File: config.mk
export PLATFORM = sky130hd
export DESIGN_NAME = loopback_test_ctrl
export DESIGN_NICKNAME = d
export VERILOG_FILES = /design/src/verilog/lbtest_pkg.sv /design/src/verilog/loopback_test_ctrl.sv
export SDC_FILE = /design/constraint.sdc
export NUM_CORES = 1
export LEC_CHECK = 0
export ABC_AREA = 1
export BUFFER_PORTS_ARGS = -buffer_cell sky130_fd_sc_hd__buf_2
export CELL_PAD_IN_SITES_DETAIL_PLACEMENT = 0
export CELL_PAD_IN_SITES_GLOBAL_PLACEMENT = 1
export CORE_MARGIN = 10
export CORE_UTILIZATION = 36
export DETAILED_ROUTE_END_ITERATION = 6
export PLACE_DENSITY = 0.81
export SYNTH_ARGS = -nofsm -noshare
export SYNTH_HDL_FRONTEND = slang
export SYNTH_SLANG_ARGS = --single-unit
File: constraint.sdc
create_clock -name pclk -period 2.4 [get_ports pclk]
set_input_delay 0.36 -clock pclk [delete_from_list [all_inputs] [get_ports pclk]]
set_output_delay 0.36 -clock pclk [all_outputs]
set_load 0.01 [all_outputs]
File: src/verilog/lbtest_pkg.sv
// Purpose: Shared constants and types for the loopback and XAUI test block.
// Assumes: One XAUI lane carries one 10-bit code group per clock, bit 0 first.
// Notes:   Register fields are packed structs; bit 0 of a word is the last
//          field of its struct.
`default_nettype none

package lbtest_pkg;

  // --------------------------------------------------------------------------
  // Sizes
  // --------------------------------------------------------------------------
  localparam int LANES = 4;
  localparam int LANE_W = 10;
  localparam int LINE_W = 16;
  localparam int CNT_W = 8;
  localparam int ADDR_W = 8;

  // --------------------------------------------------------------------------
  // Register byte offsets
  // --------------------------------------------------------------------------
  localparam logic [ADDR_W-1:0] OFS_SYS = 8'h00;
  localparam logic [ADDR_W-1:0] OFS_NET = 8'h04;
  localparam logic [ADDR_W-1:0] OFS_ANA = 8'h08;
  localparam logic [ADDR_W-1:0] OFS_TST = 8'h0C;
  localparam logic [ADDR_W-1:0] OFS_FLAG = 8'h10;
  localparam logic [ADDR_W-1:0] OFS_CNT0 = 8'h14;
  localparam logic [ADDR_W-1:0] OFS_STEP = 8'h04;

  // --------------------------------------------------------------------------
  // Fixed words and patterns
  // --------------------------------------------------------------------------
  localparam logic [LINE_W-1:0] LINE_ZERO = 16'h0000;
  localparam logic [LINE_W-1:0] LINE_ONES = 16'hFFFF;
  localparam logic [LINE_W-1:0] LINE_00FF = 16'h00FF;
  localparam logic [LANE_W-1:0] SYM_ZERO = 10'h000;
  localparam logic [LANE_W-1:0] SYM_IDLE = 10'h0FA;
  localparam logic [LANE_W-1:0] SYM_CLK = 10'h155;
  localparam logic [LANE_W-1:0] JIT_HF = 10'h155;
  localparam logic [LANE_W-1:0] JIT_LF = 10'h01F;
  localparam logic [LANE_W-1:0] JIT_MF_A = 10'h35F;
  localparam logic [LANE_W-1:0] JIT_MF_B = 10'h0A0;
  localparam logic [1:0] JSEL_HF = 2'h0;
  localparam logic [1:0] JSEL_LF = 2'h1;
  localparam logic [1:0] JSEL_MF = 2'h2;
  localparam logic [6:0] PRBS_SEED = 7'h7F;
  localparam logic [6:0] PRBS_ZERO = 7'h00;
  localparam logic [7:0] CR_IFG = 8'h0C;
  localparam logic [7:0] CR_LAST = 8'h3F;
  localparam logic [CNT_W-1:0] CNT_MAX = 8'hFF;
  localparam logic [CNT_W-1:0] CNT_ONE = 8'h01;

  // --------------------------------------------------------------------------
  // Types
  // --------------------------------------------------------------------------
  typedef logic [LANES-1:0][LANE_W-1:0] lanes_t;

  typedef struct packed {
    logic xgxs_ovr;
    logic pcs_ovr;
    logic wis_ovr;
    logic pma_ovr;
    logic xgxs_en;
    logic pcs_en;
    logic wis_en;
    logic pma_en;
  } sys_ctrl_t;

  typedef struct packed {
    logic pma_ovr;
    logic xgxs_ovr;
    logic line_time;
    logic pma_en;
    logic xgxs_en;
  } net_ctrl_t;

  typedef struct packed {
    logic [3:0] data_sel;
    logic [3:0] clk_sel;
    logic [2:0] rsv;
    logic net_b;
    logic net_a;
    logic sys_c;
    logic sys_b;
    logic sys_a;
  } ana_ctrl_t;

  typedef struct packed {
    logic [1:0] jit_sel;
    logic jit_en;
    logic crpat_en;
    logic chk_en;
    logic gen_en;
  } test_ctrl_t;

  localparam sys_ctrl_t SYS_RST = '0;
  localparam net_ctrl_t NET_RST = 5'h18;
  localparam ana_ctrl_t ANA_RST = '0;
  localparam test_ctrl_t TST_RST = '0;

  typedef struct packed {
    sys_ctrl_t sys;
    net_ctrl_t net;
    ana_ctrl_t ana;
    test_ctrl_t tst;
    logic pma_ovr_eff;
    logic [6:0] lfsr;
    logic [LANES-1:0][6:0] hist;
    logic [LANES-1:0] err_flag;
    logic [LANES-1:0][CNT_W-1:0] err_cnt;
    logic [LANES-1:0] lk1;
    logic [LANES-1:0] lk2;
    logic [LANES-1:0] lk3;
    logic [LANES-1:0] lock;
    logic [7:0] cr_cnt;
    logic jit_ph;
    lanes_t xaui_out;
    logic [LINE_W-1:0] line_out;
    logic [31:0] prdata;
    logic pslverr;
  } state_t;

endpackage

`default_nettype wire

File: src/verilog/loopback_test_ctrl.sv
// Purpose: Loopback routing and XAUI test patterns of the 10G path.
// Assumes: APB slave without wait states; lanes bit 0 first.
// Notes:   All state is one registered struct; data outputs are registered.
// Function
// - All features except analog network loopback work only on the 10G path, never in 1G mode; line_timing_force_enable follows its bit in 1G mode too.
// - System loopback returns XAUI input lanes on the XAUI output.
// - Separate system loopback enables for PMA, WIS, PCS and XGXS.
// - Line output in system loopback depends on layer and override bit.
// - Each system loopback has its own data override bit.
// - All system loopback override bits reset to zero.
// - PMA override is set before enabling; changes ignored while active.
// - Analog system loopback sends a chosen lane to lane 2 output.
// - Network loopback returns received line data to the line output.
// - Several loopbacks at once are not blocked; result undefined.
// - XGXS network enable bit; PMA network needs enable and timing bit.
// - Network overrides reset to one; cleared gives zeros or idle codes.
// - Analog network loopback also works in 1G mode.
// - PMA network loopback needs line timing; force bit turns it on.
// - PRBS7 generator drives all four XAUI lanes at once.
// - Per-lane PRBS7 error flags latch and clear only on read.
// - Per-lane 8-bit error counters saturate and clear on read.
// - Any unlocked input lane makes all checkers report errors.
// - CRPAT sends identical packets separated by minimum gap.
// - Jitter generator sends high, low or mixed frequency patterns.
//
// The register offsets and the APB slave port were left to the implementer.
`timescale 1ns/1ns
`default_nettype none

module loopback_test_ctrl
  import lbtest_pkg::*;
#(
  parameter logic [6:0] SEED = PRBS_SEED
) (
  input wire logic pclk,
  input wire logic presetn,
  input wire logic psel,
  input wire logic penable,
  input wire logic pwrite,
  input wire logic [ADDR_W-1:0] paddr,
  input wire logic [31:0] pwdata,
  output logic [31:0] prdata,
  output logic pready,
  output logic pslverr,
  input wire logic rate_1g_mode,
  input wire logic [LANES-1:0] xaui_lane_locked,
  input wire lanes_t xaui_rx_lanes,
  input wire lanes_t rx_path_lanes,
  input wire logic [LINE_W-1:0] tx_path_word,
  input wire logic [LINE_W-1:0] line_rx_word,
  output lanes_t xaui_lane_output,
  output logic [LINE_W-1:0] line_serial_output,
  output logic line_timing_force_enable
);

  if (SEED == PRBS_ZERO) begin : g_seed_check
    $error("PRBS7 seed must be non-zero.");
  end

  // --------------------------------------------------------------------------
  // Helper functions
  // --------------------------------------------------------------------------
  function automatic logic [ADDR_W-1:0] cnt_addr(input int i);
    return OFS_CNT0 + OFS_STEP * ADDR_W'(i);
  endfunction

  // Returns {hit, data} for the register at address a.
  function automatic logic [32:0] reg_read(input logic [ADDR_W-1:0] a,
                                          input state_t s);
    logic [32:0] r;
    r = '0;
    unique case (a)
      OFS_SYS: r = {1'b1, 24'h0, s.sys};
      OFS_NET: r = {1'b1, 27'h0, s.net};
      OFS_ANA: r = {1'b1, 16'h0, s.ana};
      OFS_TST: r = {1'b1, 26'h0, s.tst};
      OFS_FLAG: r = {1'b1, 24'h0, s.lock, s.err_flag};
      default: begin
        for (int i = 0; i < LANES; i++) begin
          if (a == cnt_addr(i)) begin
            r = {1'b1, 24'h0, s.err_cnt[i]};
          end
        end
      end
    endcase
    return r;
  endfunction

  // Advances the x^7+x^6+1 generator by one lane word.
  function automatic logic [LANE_W+6:0] prbs_step(input logic [6:0] s);
    logic [6:0] r;
    logic [LANE_W-1:0] w;
    logic b;
    r = s;
    w = '0;
    b = 1'b0;
    for (int k = 0; k < LANE_W; k++) begin
      b = r[6] ^ r[5];
      w[k] = b;
      r = {r[5:0], b};
    end
    return {w, r};
  endfunction

  // Self-synchronising check: each bit is predicted from the 7 before it.
  function automatic logic [7:0] prbs_chk(input logic [6:0] h,
                                         input logic [LANE_W-1:0] w);
    logic [6:0] r;
    logic e;
    r = h;
    e = 1'b0;
    for (int k = 0; k < LANE_W; k++) begin
      e = e | (w[k] != (r[6] ^ r[5]));
      r = {r[5:0], w[k]};
    end
    return {e, r};
  endfunction

  // --------------------------------------------------------------------------
  // State
  // --------------------------------------------------------------------------
  state_t q;
  state_t d;
  logic active;
  logic sys_any;
  logic pma_net;
  logic ana_sys;
  logic ana_net;
  logic pat_any;
  logic rd_acc;

  assign active = !rate_1g_mode;
  assign sys_any = q.sys.pma_en | q.sys.wis_en | q.sys.pcs_en | q.sys.xgxs_en;
  assign pma_net = q.net.pma_en & q.net.line_time;
  assign ana_sys = q.ana.sys_a & q.ana.sys_b & q.ana.sys_c;
  assign ana_net = q.ana.net_a & q.ana.net_b;
  assign pat_any = q.tst.gen_en | q.tst.crpat_en | q.tst.jit_en;
  assign rd_acc = psel & penable & !pwrite;

  assign prdata = q.prdata;
  assign pslverr = q.pslverr;
  assign pready = penable;
  assign xaui_lane_output = q.xaui_out;
  assign line_serial_output = q.line_out;
  assign line_timing_force_enable = q.net.line_time;

  // --------------------------------------------------------------------------
  // Next state
  // --------------------------------------------------------------------------
  always_comb begin
    logic [32:0] rv;
    logic [LANE_W+6:0] g;
    logic [7:0] c;
    logic err;
    logic [CNT_W-1:0] base;
    lanes_t xo;
    logic [LINE_W-1:0] lo;
    logic [LANE_W-1:0] jw;
    logic [LANE_W-1:0] cw;
    rv = reg_read(paddr, q);
    g = prbs_step(q.lfsr);
    c = '0;
    err = 1'b0;
    base = '0;
    xo = rx_path_lanes;
    lo = tx_path_word;
    jw = JIT_HF;
    cw = SYM_IDLE;
    d = q;

    // Read data is caught in the setup phase, so a read clears only what
    // it actually reported and an error in between is never lost.
    if (psel && !penable) begin
      d.prdata = rv[31:0];
      d.pslverr = !rv[32];
    end
    if (psel && penable && pwrite && !q.pslverr) begin
      case (paddr)
        OFS_SYS: d.sys = sys_ctrl_t'(pwdata[$bits(sys_ctrl_t)-1:0]);
        OFS_NET: d.net = net_ctrl_t'(pwdata[$bits(net_ctrl_t)-1:0]);
        OFS_ANA: begin
          d.ana = ana_ctrl_t'(pwdata[$bits(ana_ctrl_t)-1:0]);
          d.ana.rsv = '0;
        end
        OFS_TST: d.tst = test_ctrl_t'(pwdata[$bits(test_ctrl_t)-1:0]);
        default: ;
      endcase
    end

    // The PMA override is frozen while its loopback runs.
    if (!q.sys.pma_en) begin
      d.pma_ovr_eff = q.sys.pma_ovr;
    end

    // Lock inputs: three stages, a change counts once stages 2 and 3 agree.
    d.lk1 = xaui_lane_locked;
    d.lk2 = q.lk1;
    d.lk3 = q.lk2;
    d.lock = (q.lk2 & q.lk3) | (q.lock & (q.lk2 ^ q.lk3));

    // PRBS7 generator; the seed reload keeps it out of the all-zero lock-up.
    if (q.tst.gen_en && active && g[6:0] != PRBS_ZERO) begin
      d.lfsr = g[6:0];
    end else begin
      d.lfsr = SEED;
    end

    // Checkers, sticky flags and saturating counters.
    for (int i = 0; i < LANES; i++) begin
      c = prbs_chk(q.hist[i], xaui_rx_lanes[i]);
      d.hist[i] = c[6:0];
      err = q.tst.chk_en && active && (c[7] || !(&q.lock));
      d.err_flag[i] = (q.err_flag[i] & !(rd_acc && paddr == OFS_FLAG &&
                       q.prdata[i])) | err;
      base = q.err_cnt[i];
      if (rd_acc && paddr == cnt_addr(i)) begin
        base = q.err_cnt[i] - q.prdata[CNT_W-1:0];
      end
      if (err && base != CNT_MAX) begin
        base = base + CNT_ONE;
      end
      d.err_cnt[i] = base;
    end

    // CRPAT: the same packet every period after a minimum idle gap.
    if (q.tst.crpat_en && active) begin
      d.cr_cnt = (q.cr_cnt == CR_LAST) ? '0 : q.cr_cnt + 8'h01;
    end else begin
      d.cr_cnt = '0;
    end
    if (q.cr_cnt >= CR_IFG) begin
      cw = {~q.cr_cnt[4:0], q.cr_cnt[4:0]};
    end
    d.jit_ph = q.tst.jit_en ? !q.jit_ph : 1'b0;
    unique case (q.tst.jit_sel)
      JSEL_LF: jw = JIT_LF;
      JSEL_MF: jw = q.jit_ph ? JIT_MF_B : JIT_MF_A;
      default: jw = JIT_HF;
    endcase

    // Output routing; later assignments take precedence.
    if (ana_net) begin
      lo = line_rx_word;
    end
    if (active && q.net.xgxs_en) begin
      lo = line_rx_word;
      xo = q.net.xgxs_ovr ? rx_path_lanes : {LANES{SYM_ZERO}};
    end
    if (active && pma_net) begin
      lo = line_rx_word;
      xo = q.net.pma_ovr ? rx_path_lanes : {LANES{SYM_IDLE}};
    end
    if (active && sys_any) begin
      xo = xaui_rx_lanes;
      if (q.sys.pma_en) begin
        lo = q.pma_ovr_eff ? LINE_ZERO : tx_path_word;
      end else if (q.sys.wis_en) begin
        lo = q.sys.wis_ovr ? tx_path_word : LINE_00FF;
      end else if (q.sys.pcs_en) begin
        lo = q.sys.pcs_ovr ? tx_path_word : LINE_00FF;
      end else begin
        lo = q.sys.xgxs_ovr ? tx_path_word : LINE_ONES;
      end
    end
    if (active && ana_sys) begin
      for (int i = 0; i < LANES; i++) begin
        if (q.ana.clk_sel[i]) begin
          xo[2] = SYM_CLK;
        end
        if (q.ana.data_sel[i]) begin
          xo[2] = xaui_rx_lanes[i];
        end
      end
    end
    if (active && q.tst.jit_en) begin
      xo = {LANES{jw}};
    end
    if (active && q.tst.crpat_en) begin
      xo = {LANES{cw}};
    end
    if (active && q.tst.gen_en) begin
      xo = {LANES{g[LANE_W+6:7]}};
    end
    d.xaui_out = xo;
    d.line_out = lo;
  end

  always_ff @(posedge pclk or negedge presetn) begin
    if (!presetn) begin
      q <= '0;
      q.sys <= SYS_RST;
      q.net <= NET_RST;
      q.ana <= ANA_RST;
      q.tst <= TST_RST;
      q.lfsr <= SEED;
    end else begin
      q <= d;
    end
  end

  logic quiet_x;
  assign quiet_x = !pat_any && !ana_sys;
endmodule // loopback_test_ctrl

`default_nettype wire

==> out/metrics.cfg <==
[status]
status = complete, but fails checks
violations = negative setup slack

[synth]
synth_top_family_by_area = simple AND/OR/NAND/NOR gates
synth_edf_count = 0
syn_area_um2 = 13500
syn_inst = 1823
yosys.area_share.simple = 0.250
synth-compound-area-share = 0.137
synth_top_area_frac = 0.357
ys_seq_area_frac = 0.374
ys_async_sr_fraction = 1.00
synth_top_flop_cell = dfrtp_1
netlist-cell-type-count = 60
synth_mux_area_frac = 0.00416
synth_seq_cells = 202
avgSynthCellArea_um2 = 7.43
synthTopCellsByArea = dfrtp_1 36%, nand2_1 14%, inv_1 5.4%
synth_top_cell_by_area = dfrtp_1
synth-xor-area-share = 0.0692
synthAdderAreaFrac = 0.0429
synth-warning-count = 0

[floorplanning]
fp.dieW_um = 214
die-area_um2 = 45800
rows = 70
start_util = 0.367
boundaryPins = 253
core_um2 = 36900
die_y_um = 214

[timing]
drv_slew = 0
layout_min_cycle_time_ns = 2.46
tns_ns = -0.880
holdWs_ns = 0.0289
fin_crit_sh = 1.03
hold_viol_final = 0
setup_ws_ns = -0.0646
fmax_mhz = 406
rsz0062_at_grt = yes
tightest_slew_ns = 0.594
finalSetupViolations = 25
clock-skew-final_ns = 0.0220
slew_headroom = 0.599

[setup_path]
path_class = flip-flop to flip-flop
cp_data_required_time_ns = 2.83
startpoint_type = flip-flop
worstPathMaxFanout = 3
reg2reg_slack_ns = -0.06
worst_ep_arrival_time_ns = 2.89
cp-end-kind = flip-flop

[grt]
grt_usage = 0.197
grt-ovfl-total = 0
grt_pass1_vias = 13000
antenna_found_initial = 2
grt_max_degree = 71
grt_pass1_wl_um = 72600

[routing]
wl_per_cell_um = 17.7
vias = 13300
drt_wl_total_um = 47400
dr.pass1.iters = 5
drt_iter0_drc = 1024
drc = 0
antenna_left = 0
viasPerCell = 4.96

[clock_network]
clk_latency_ns = 0.55
clk_pin_slew_ns = 0.06
h-tree-depth = 1
cts-root-buf = clkbuf_16
numCtsBuffers = 26
cts_tree = yes
clock-sinks = 202
clk_path_buf_depth = 3

[cells_and_area]
seq_area_um2 = 5070
instances_no_fill = 2673
utilization = 0.473
fill_cells = 3655
drive_above_1_share = 0.277
multiInputGateArea_um2 = 7290
design_area_um2 = 17500
nNetsFinal = 2354
area_growth_pct = 28.9

[hold_path]
hold_class = primary input to flip-flop

[place]
gp_congestion = 0.896
dp_hpwl_um = 36900
dp_slack_ns = -0.175
io_buffers = 220
placed_area_um2 = 15700
dp.cells = 2583

[power]
power_leakage_nw = 8.90
ir_drop_mv = 0.432
power_mw = 9.14
power.density_nw_per_um2 = 524

[run]
maxCapViolations = 0

## sequential cells by signal (all words and copies together), names as in the netlist
name and count:
prdata 16, pslverr 1, q 120, line_serial_output 16
d 8, xaui_lane_output 40, line_timing_force_enable 1
## synth_stat cells, types with 5 or more instances
cell type / n
a211oi_1: 7
nand3_1: 74
ha_1: 40
o21ai_0: 141
o2111ai_1: 5
dfstp_2: 9
nor2_1: 108
nor2_2: 5
o211ai_1: 13
xor2_1: 61
nand3b_1: 5
mux2_2: 5
nand2_1: 520
o21ai_1: 10
inv_1: 196
o22ai_1: 21
inv_2: 10
nand2_2: 5
nor4_1: 8
nor3_1: 11
or2_2: 9
a31oi_1: 6
buf_1: 5
clkbuf_1: 39
nand4_1: 26
xnor2_1: 46
dfrtp_1: 193
buf_4: 90
a21oi_1: 94
## critical path, stage by stage (launching register included)
cell	delay, ns
dfrtp_1	0.42
ha_2	0.22
inv_2	0.05
fa_2	0.39
nand3_2	0.07
nand3_2	0.08
nand2_1	0.07
nand2_1	0.05
nand2_1	0.07
nand2_1	0.05
nand2_1	0.06
nand2_2	0.05
o21ai_2	0.16
nand2_2	0.11
nor2_4	0.11
buf_4	0.11
buf_4	0.09
nand3_1	0.07
nand2_1	0.07
inv_1	0.04
## layout by cell type, fill, tap and decap left out, types with 10 or more instances in the layout
master           n
clkbuf_16       27
a21oi_1         91
o211ai_1        13
o21ai_2         16
nor2_2          14
nor2_1          96
o21ai_1         10
o21ai_0        129
xnor2_1         46
nand3_2         17
ha_1            29
dfrtp_1        193
xor2_1          59
dlygate4sd3_1   25
nand4_1         26
nand3_1         59
o22ai_1         21
nor3_1          10
inv_1          182
conb_1          16
nand2_2         27
inv_2           19
nand2_1        494
buf_4          159
buf_2          219
## per-layer routing
metal  wire length (um)  vias up  track usage  share of wire
met2              21300      483        0.314           0.45
met3               3260       94       0.0359          0.069
met5                  0        -            0              0
met1              21200     6230        0.262           0.45
met4               1640        0       0.0693          0.035
li1                   -     6454            -              -
## logic make-up after synthesis
group,count (synthesis)
other,1
multiplexers,5
adder cells (fa/ha/maj),44
flip-flops,202
XOR/XNOR,107
buffers and inverters,344
AO/OA/AOI/OAI,328
AND/OR/NAND/NOR,792
## what timing repair did
action | in CTS | in global routing
pin swaps | 17 | 33
endpoints found under the setup margin | 32 | 38
hold buffers | 25 | 0
endpoints found under the hold margin | 67 | 0
cloned | 1 | 2
setup buffers | 8 | 5
resized for setup | 59 | 79
## final cells by class
type | instances | share of cell area
repair buffers | 417 | 0.159
flip-flops and latches | 202 | 0.290
diodes | 2 | 0.000287
repair inverters | 1 | 0.000430
inverters | 207 | 0.0454
multi-input cells | 1293 | 0.417
well taps | 504 | 0.0361
clock buffers | 34 | 0.0401
clock inverters | 13 | 0.0111
## report_power, final
group / switching (mW) / internal [mW]
registers: 0.0881 / 3.54
clock network: 1.54 / 2.49
logic: 0.843 / 0.639
total: 2.48 / 6.67
## path summary, 6_finish.rpt
kind	startpoint	to	cells past startpoint
max	prdata[0]	q[144]	19
max in group asynchronous	presetn	q[162]	3
min in group asynchronous	presetn	line_serial_output[2]	2
min reg2reg	d[107]	d[103]	0
max reg2reg	prdata[0]	q[144]	19
min	xaui_rx_lanes[18]	q[158]	1
No activity file was read; power rests on OpenSTA's default activity.
